`config.mk`:
```
export PLATFORM = sky130hd
export DESIGN_NAME = mfrc_regs
export DESIGN_NICKNAME = d
export VERILOG_FILES = /design/src/rtl/mfrc_pkg.sv /design/src/rtl/mfrc_regs.sv
export SDC_FILE = /design/constraint.sdc
export NUM_CORES = 1
export LEC_CHECK = 0
export BUFFER_PORTS_ARGS = -buffer_cell sky130_fd_sc_hd__buf_2
export CORE_MARGIN = 10
export CORE_UTILIZATION = 45
export DETAILED_ROUTE_END_ITERATION = 10
export SLEW_MARGIN = 20
export SYNTH_ARGS = -nofsm -noshare
export SYNTH_HDL_FRONTEND = slang
export SYNTH_SLANG_ARGS = --single-unit
```
`constraint.sdc`:
```
create_clock -name clk_i -period 15.2 [get_ports clk_i]
set_input_delay 0.76 -clock clk_i [delete_from_list [all_inputs] [get_ports clk_i]]
set_output_delay 0.76 -clock clk_i [all_outputs]
set_load 0.1 [all_outputs]
```
`src/rtl/mfrc_pkg.sv`:
```
// Package for the modem frequency and symbol rate configuration bank
package mfrc_pkg;

    ////////////////////////////////////////////////////////////////////////////
    // Register access port
    localparam int ADDR_W = 6;
    localparam int DATA_W = 8;

    // Register offsets
    localparam logic [ADDR_W-1:0] CARRIER_WORD_MIDDLE_OFS         = 6'h0E;
    localparam logic [ADDR_W-1:0] CARRIER_WORD_LOW_OFS            = 6'h0F;
    localparam logic [ADDR_W-1:0] BANDWIDTH_RATE_EXPONENT_CFG_OFS = 6'h10;
    localparam logic [ADDR_W-1:0] SYMBOL_RATE_MANTISSA_CFG_OFS    = 6'h11;
    localparam logic [ADDR_W-1:0] MODULATION_FILTER_CFG_OFS       = 6'h12;

    // Reset values
    localparam logic [7:0] CARRIER_WORD_MIDDLE_RST  = 8'hC4;
    localparam logic [7:0] CARRIER_WORD_LOW_RST     = 8'hEC;
    localparam logic [1:0] BANDWIDTH_EXPONENT_RST   = 2'h2;
    localparam logic [1:0] BANDWIDTH_MANTISSA_RST   = 2'h0;
    localparam logic [3:0] SYMBOL_RATE_EXPONENT_RST = 4'hC;
    localparam logic [7:0] SYMBOL_RATE_MANTISSA_RST = 8'h22;
    localparam logic       DC_BLOCK_BYPASS_RST      = 1'b0;
    localparam logic [2:0] MODULATION_SELECT_RST    = 3'h0;
    localparam logic [7:0] UNMAPPED_READ_VAL        = 8'h00;

    // Field positions
    localparam int BW_EXP_MSB  = 7;
    localparam int BW_EXP_LSB  = 6;
    localparam int BW_MANT_MSB = 5;
    localparam int BW_MANT_LSB = 4;
    localparam int SR_EXP_MSB  = 3;
    localparam int SR_EXP_LSB  = 0;
    localparam int DC_BYP_BIT  = 7;
    localparam int MOD_MSB     = 6;
    localparam int MOD_LSB     = 4;
    localparam int MOD_CFG_LOW_MSB = 3;

    // Modulation codes
    localparam logic [2:0] MOD_CODE_FSK2 = 3'h0;
    localparam logic [2:0] MOD_CODE_GFSK = 3'h1;
    localparam logic [2:0] MOD_CODE_ASK  = 3'h3;
    localparam logic [2:0] MOD_CODE_MSK  = 3'h7;

    // Rate limits and crystal for the limit flags; the hidden one also forms the significand output
    localparam longint XTAL_HZ            = 26000000;
    localparam longint DC_BYPASS_MAX_BAUD = 250000;
    localparam longint MSK_MIN_BAUD       = 26000;
    localparam int     RATE_FRAC_BITS     = 28;
    localparam logic [8:0] HIDDEN_ONE     = 9'h100;

    typedef enum logic [2:0] {
        MFRC_MOD_FSK2,
        MFRC_MOD_GFSK,
        MFRC_MOD_ASK_OOK,
        MFRC_MOD_MSK,
        MFRC_MOD_NONE
    } mfrc_mod_t;

    typedef struct packed {
        logic              wr;
        logic              rd;
        logic [ADDR_W-1:0] addr;
        logic [DATA_W-1:0] wdata;
    } mfrc_req_t;

    typedef struct packed {
        logic [23:0] carrier_word;
        logic [1:0]  bandwidth_exponent;
        logic [1:0]  bandwidth_mantissa;
        logic [3:0]  symbol_rate_exponent;
        logic [7:0]  symbol_rate_mantissa;
        logic [8:0]  symbol_rate_significand;
        logic        dc_block_enable;
        mfrc_mod_t   modulation;
    } mfrc_cfg_t;

endpackage

```
`src/rtl/mfrc_regs.sv`:
```
// Modem frequency, bandwidth, symbol rate and modulation register bank
// Notes on behaviour
// - Middle carrier byte, read/write, resets to C4.
// - Low carrier byte, read/write, resets to EC.
// - Three bytes form a 24-bit base frequency word; top two bits read zero.
// - Bandwidth exponent bits 7:6 reset 2, mantissa bits 5:4 reset 0.
// - Symbol rate exponent in bits 3:0 of the same register, reset 12.
// - Symbol rate mantissa in its own register, reset 22.
// - Rate significand is mantissa with hidden ninth bit one; only the limit flags scale it by exponent.
// - Bit 7 clear enables the DC blocking filter; bypass only up to 250 kBaud.
// - Modulation field bits 6:4: 000 2-FSK, 001 GFSK, 010 unassigned.
// - 011 ASK/OOK, 111 MSK, 100-110 unassigned; MSK only above 26 kBaud.
module mfrc_regs
    import mfrc_pkg::*;
(
    input  wire logic                clk_i,            // 25 MHz clock
    input  wire logic                rst_i,            // Synchronous reset, high
    input  wire logic                ce_i,             // Clock enable, freezes all state
    input  wire mfrc_pkg::mfrc_req_t req_i,            // Register access request
    input  wire logic [5:0]          carrier_high_i,   // Carrier word bits 21:16
    output logic [7:0]               rdata_o,          // Read data, registered
    output logic                     rvalid_o,         // Read data valid pulse
    output mfrc_pkg::mfrc_cfg_t      cfg_o,            // Decoded configuration
    output logic                     mod_unassigned_o, // Modulation code has no format
    output logic                     dc_bypass_fast_o, // Bypass set above rate limit
    output logic                     msk_slow_o        // MSK set at or below rate limit
);
    import mfrc_pkg::*;

    ////////////////////////////////////////////////////////////////////////////
    // Helpers

    // Significand with the hidden ninth bit
    function automatic logic [8:0] rate_sig(input logic [7:0] mant);
        rate_sig = HIDDEN_ONE | {1'b0, mant};
    endfunction

    // True when the symbol rate is above the given baud figure
    function automatic logic rate_above(input logic [7:0] mant, input logic [3:0] expo,
                                        input longint baud);
        longint lhs;
        longint rhs;
        lhs = longint'(rate_sig(mant)) * (longint'(1) << expo) * XTAL_HZ;
        rhs = baud << RATE_FRAC_BITS;
        rate_above = lhs > rhs;
    endfunction

    ////////////////////////////////////////////////////////////////////////////
    // Register state
    logic [7:0] carrier_word_middle_r, carrier_word_middle_nxt;
    logic [7:0] carrier_word_low_r, carrier_word_low_nxt;
    logic [1:0] bandwidth_exponent_r, bandwidth_exponent_nxt;
    logic [1:0] bandwidth_mantissa_r, bandwidth_mantissa_nxt;
    logic [3:0] symbol_rate_exponent_r, symbol_rate_exponent_nxt;
    logic [7:0] symbol_rate_mantissa_r, symbol_rate_mantissa_nxt;
    logic       dc_block_bypass_r, dc_block_bypass_nxt;
    logic [2:0] modulation_select_r, modulation_select_nxt;
    logic [3:0] mod_cfg_low_r, mod_cfg_low_nxt;
    logic [7:0] rdata_r, rdata_nxt;
    logic       rvalid_r, rvalid_nxt;
    logic [7:0] read_mux;

    // Write decode and next values
    always_comb begin
        carrier_word_middle_nxt  = carrier_word_middle_r;
        carrier_word_low_nxt     = carrier_word_low_r;
        bandwidth_exponent_nxt   = bandwidth_exponent_r;
        bandwidth_mantissa_nxt   = bandwidth_mantissa_r;
        symbol_rate_exponent_nxt = symbol_rate_exponent_r;
        symbol_rate_mantissa_nxt = symbol_rate_mantissa_r;
        dc_block_bypass_nxt      = dc_block_bypass_r;
        modulation_select_nxt    = modulation_select_r;
        mod_cfg_low_nxt          = mod_cfg_low_r;
        if (req_i.wr) begin
            case (req_i.addr)
                CARRIER_WORD_MIDDLE_OFS: begin
                    carrier_word_middle_nxt = req_i.wdata;
                end
                CARRIER_WORD_LOW_OFS: begin
                    carrier_word_low_nxt = req_i.wdata;
                end
                BANDWIDTH_RATE_EXPONENT_CFG_OFS: begin
                    bandwidth_exponent_nxt   = req_i.wdata[BW_EXP_MSB:BW_EXP_LSB];
                    bandwidth_mantissa_nxt   = req_i.wdata[BW_MANT_MSB:BW_MANT_LSB];
                    symbol_rate_exponent_nxt = req_i.wdata[SR_EXP_MSB:SR_EXP_LSB];
                end
                SYMBOL_RATE_MANTISSA_CFG_OFS: begin
                    symbol_rate_mantissa_nxt = req_i.wdata;
                end
                MODULATION_FILTER_CFG_OFS: begin
                    dc_block_bypass_nxt   = req_i.wdata[DC_BYP_BIT];
                    modulation_select_nxt = req_i.wdata[MOD_MSB:MOD_LSB];
                    mod_cfg_low_nxt       = req_i.wdata[MOD_CFG_LOW_MSB:0];
                end
                default: begin
                end
            endcase
        end
    end

    // Read mux of the stored fields
    always_comb begin
        case (req_i.addr)
            CARRIER_WORD_MIDDLE_OFS:         read_mux = carrier_word_middle_r;
            CARRIER_WORD_LOW_OFS:            read_mux = carrier_word_low_r;
            BANDWIDTH_RATE_EXPONENT_CFG_OFS: read_mux = {bandwidth_exponent_r, bandwidth_mantissa_r,
                                                         symbol_rate_exponent_r};
            SYMBOL_RATE_MANTISSA_CFG_OFS:    read_mux = symbol_rate_mantissa_r;
            MODULATION_FILTER_CFG_OFS:       read_mux = {dc_block_bypass_r, modulation_select_r,
                                                         mod_cfg_low_r};
            default:                         read_mux = UNMAPPED_READ_VAL;
        endcase
        rdata_nxt  = req_i.rd ? read_mux : rdata_r;
        rvalid_nxt = req_i.rd;
    end

    // State registers with reset values
    always_ff @(posedge clk_i) begin
        if (rst_i) begin
            carrier_word_middle_r  <= CARRIER_WORD_MIDDLE_RST;
            carrier_word_low_r     <= CARRIER_WORD_LOW_RST;
            bandwidth_exponent_r   <= BANDWIDTH_EXPONENT_RST;
            bandwidth_mantissa_r   <= BANDWIDTH_MANTISSA_RST;
            symbol_rate_exponent_r <= SYMBOL_RATE_EXPONENT_RST;
            symbol_rate_mantissa_r <= SYMBOL_RATE_MANTISSA_RST;
            dc_block_bypass_r      <= DC_BLOCK_BYPASS_RST;
            modulation_select_r    <= MODULATION_SELECT_RST;
            mod_cfg_low_r          <= '0;
            rdata_r                <= '0;
            rvalid_r               <= 1'b0;
        end else if (ce_i) begin
            carrier_word_middle_r  <= carrier_word_middle_nxt;
            carrier_word_low_r     <= carrier_word_low_nxt;
            bandwidth_exponent_r   <= bandwidth_exponent_nxt;
            bandwidth_mantissa_r   <= bandwidth_mantissa_nxt;
            symbol_rate_exponent_r <= symbol_rate_exponent_nxt;
            symbol_rate_mantissa_r <= symbol_rate_mantissa_nxt;
            dc_block_bypass_r      <= dc_block_bypass_nxt;
            modulation_select_r    <= modulation_select_nxt;
            mod_cfg_low_r          <= mod_cfg_low_nxt;
            rdata_r                <= rdata_nxt;
            rvalid_r               <= rvalid_nxt;
        end
    end

    assign rdata_o  = rdata_r;
    assign rvalid_o = rvalid_r;

    ////////////////////////////////////////////////////////////////////////////
    // Configuration outputs
    mfrc_mod_t mod_dec;

    // Modulation format decode
    always_comb begin
        case (modulation_select_r)
            MOD_CODE_FSK2: mod_dec = MFRC_MOD_FSK2;
            MOD_CODE_GFSK: mod_dec = MFRC_MOD_GFSK;
            MOD_CODE_ASK:  mod_dec = MFRC_MOD_ASK_OOK;
            MOD_CODE_MSK:  mod_dec = MFRC_MOD_MSK;
            default:       mod_dec = MFRC_MOD_NONE;
        endcase
    end

    // Frequency word, rate significand and filter control
    always_comb begin
        cfg_o.carrier_word            = {2'b00, carrier_high_i, carrier_word_middle_r,
                                         carrier_word_low_r};
        cfg_o.bandwidth_exponent      = bandwidth_exponent_r;
        cfg_o.bandwidth_mantissa      = bandwidth_mantissa_r;
        cfg_o.symbol_rate_exponent    = symbol_rate_exponent_r;
        cfg_o.symbol_rate_mantissa    = symbol_rate_mantissa_r;
        cfg_o.symbol_rate_significand = rate_sig(symbol_rate_mantissa_r);
        cfg_o.dc_block_enable         = !dc_block_bypass_r;
        cfg_o.modulation              = mod_dec;
    end

    // Unassigned modulation flag and limit flags for settings outside the supported rate range
    assign mod_unassigned_o = (mod_dec == MFRC_MOD_NONE);
    assign dc_bypass_fast_o = dc_block_bypass_r &&
                              rate_above(symbol_rate_mantissa_r, symbol_rate_exponent_r,
                                         DC_BYPASS_MAX_BAUD);
    assign msk_slow_o       = (mod_dec == MFRC_MOD_MSK) &&
                              !rate_above(symbol_rate_mantissa_r, symbol_rate_exponent_r,
                                          MSK_MIN_BAUD);
endmodule

```
==> impl_results.md <==
* Drt initial violations at 664
* Fin crit period at 14.32 ns
* Grt ovf at 0
* Power share of the combinational group at 39.8%
* Sequential-to-total area share from yosys stat at 5.66%
* Largest buffer count on any clock path at 2
* Ys async rst share at 0%
* TritonCTS Buffers at 5
* Largest net degree at the start of global routing at 50
* Run status: finished clean
* Pint at 0.251 mW
* Slew HR at 33.0%
* Least-Margin Pin Slew at 1.00 ns
* P&R area growth vs syn at 5.22%
* Slowest stage cell on the critical path: nor2_1
* Worst path required time at 14.44 ns
* NetSw at 0.156 mW
* P per Cell Area at 22.3 nW/um^2
* Die area at 46,800 um^2
* Final count of negative-setup-slack endpoints at 0
* Seq pwr share at 32.3%
* Commonest cells after routing, fill and taps aside: inv_1 (515), ha_1 (284), fa_1 (271)
* Syn Std Cell Area at 17,300 um^2
* Period utilisation layout at 94.2%
* Switching Share at 38.3%
* Synth Warn # at 0
* Nets at 2,611
* Antenna violations before repair at 0
* Antenna cells at 0
* VDD IR max at 54.5 uV
* Routed WL at 41,000 um
* Root buffer cell: clkbuf_16
* Vias/cell at 5.13
* Setup TNS at 0 ns
* Mapped Cells at 2,013
* Tightest Hold Check Type: reg2reg
* Max Cap Viol at 0
* HPWL Detailed at 35,800 um
* PnR worst setup slack at 0.881 ns
* H-tree levels at 2
* Lkg Pwr at 10.2 nW
* Critical path arrival at 13.56 ns
* IO buf count at 74
* I/O Pins at 90
* Global-route wire length before repair at 68,300 um
* Post-Synthesis Mean Instance Area at 8.62 um^2
* Clk_lat worst skew at 0.29 ns
* CP endpoint kind: output port
* Drt drc at 0
* Register bit total from synthesis at 49
* Commonest non-fill, non-tap cell in the layout: inv_1
* Clock-pin slew on the worst setup and hold paths at 0.07 ns
* Distinct cells, synth at 83
* CTS tree: built
* Initial Util at 45.8%
* Final Power at 0.407 mW
* Number of detailed-routing iterations run before antenna repair at 5
* Synth Flop Type: dfxtp_1
* Layout cell share with drive strength beyond 1 at 6.99%
* Core Area at 37,800 um^2
* Final cell count without fillers at 2,543
* Sink Count at 49
* CP Max Fanout at 10
* Slowest cell delay on critical path at 0.58 ns
* Die width at 216 um
* Row cnt at 71
* Setup WS pre-CTS at 0.980 ns
* CP dominant cell by count: fa_1
* Wire length per cell at 16.1 um
* Startpoint Class: register
* Total global-route track usage at 17.5%
* Unrepaired setup endpoints after global routing: false
* Overall die height at 216 um
* Vias in the first global route at 13,500
* Clk_skew at 0.00901 ns
* EDFF count, synth at 0
* Clock network power share at 27.9%
* Routed vias at 13,000
* Placer Congestion at 0.897
* Pins over their slew limit at 0
* Detail Route Antenna Nets at 0
* Inst Count DP at 2,535
* Fmax at 0.0698 GHz
* Endpoints failing hold at 0
* Critical path type: reg2out
* # hold bufs at CTS at 0
## final timing paths
| path | endpoint | startpoint | slack [ns] | depth (start not counted) |
|---|---|---|---|---|
| min | mod_cfg_low_r[2] | mod_cfg_low_r[2] | 0.46 | 2 |
| max reg2reg | rdata_o[2] | symbol_rate_mantissa_r[2] | 13.24 | 4 |
| max | msk_slow_o | symbol_rate_exponent_r[0] | 0.88 | 44 |
| min reg2reg | mod_cfg_low_r[2] | mod_cfg_low_r[2] | 0.46 | 2 |
## through the flow
step,cell area [um^2],hold slack (ns),util (%)
CTS,18200,0.461,48.2
floorplan,17300,0.432,-
global placement,18100,0.442,47.8
global route,18300,0.473,48.2
finish,18300,0.462,48.2
detailed placement,18100,0.453,47.8
## power by group through the flow
| stage | registers, mW | clock network [mW] | logic, mW |
|---|---|---|---|
| after detailed placement | 0.134 | 0 | 0.162 |
| final | 0.131 | 0.114 | 0.162 |
| after CTS | 0.131 | 0.116 | 0.163 |
| after floorplan | 0.145 | 0 | 0.122 |
| after global placement | 0.134 | 0 | 0.160 |
| after global routing | 0.131 | 0.121 | 0.182 |
## kinds of logic (layout without fill, tap and decap cells)
kind of cell | after synthesis | in the layout | synth area share (%)
buffers and inverters | 589 | 607 | 13.2
adder cells (fa/ha/maj) | 555 | 555 | 51.8
AND/OR/NAND/NOR | 434 | 434 | 12.4
AO/OA/AOI/OAI | 274 | 274 | 10.8
XOR/XNOR | 72 | 72 | 3.76
flip-flops | 49 | 49 | 5.66
multiplexers | 38 | 38 | 2.26
other | 2 | 3 | 0.0433
## critical path, delay by kind of cell (launching register included)
kind | cells | cell delay [ns]
fa+ha+maj | 13 | 6.19
simple gates | 12 | 2.73
compound gates | 7 | 2.09
buf+inv | 10 | 1.05
flops | 1 | 0.52
xor+xnor | 1 | 0.44
mux | 1 | 0.24
## cells in the mapped netlist (14+ instances only)
library cell	n	area share, %
o21ai_0	45	1.3
and2_1	75	2.7
nand2_1	144	3.1
mux2i_1	29	1.7
inv_1	515	11
buf_4	20	0.87
nor2_1	84	1.8
a21oi_1	75	2.2
nor2b_1	22	0.79
nand4_1	14	0.50
xnor2_1	47	2.4
ha_1	284	20
a211o_1	18	0.91
fa_1	271	31
dfxtp_1	49	5.7
a21o_1	31	1.3
xor2_1	23	1.2
nor3_1	19	0.55
clkbuf_1	41	0.89
## metal layers
layer	up-vias	share of wire [%]	global-route usage, %
met3	14	3.3	1.28
met2	185	50	30.0
met5	-	0	0
met1	6496	46	24.6
met4	0	0.43	1.54
li1	6339	-	-
## repair_timing
action	CTS	global route
setup buffers	0	0
endpoints found under the setup margin	0	1
resized for setup	0	1
## final cells by class
class                           count  area, um^2
Fill cell                        3779       19600
Clock buffer                        6         139
Inverter                          515        1930
Multi-Input combinational cell   1376       14100
Timing Repair Buffer               84         445
Sequential cell                    49         981
Clock inverter                      2        13.8
Tap cell                          511         639
## state kept, by name (all words and copies together) (netlist names), 3 cells and up
name and count:
carrier_word_low_r 8, carrier_word_middle_r 8, mod_cfg_low_r 4, modulation_select_r 3, rdata_o 8, symbol_rate_exponent_r 4
symbol_rate_mantissa_r 8
No activity file was read; power rests on OpenSTA's default activity.
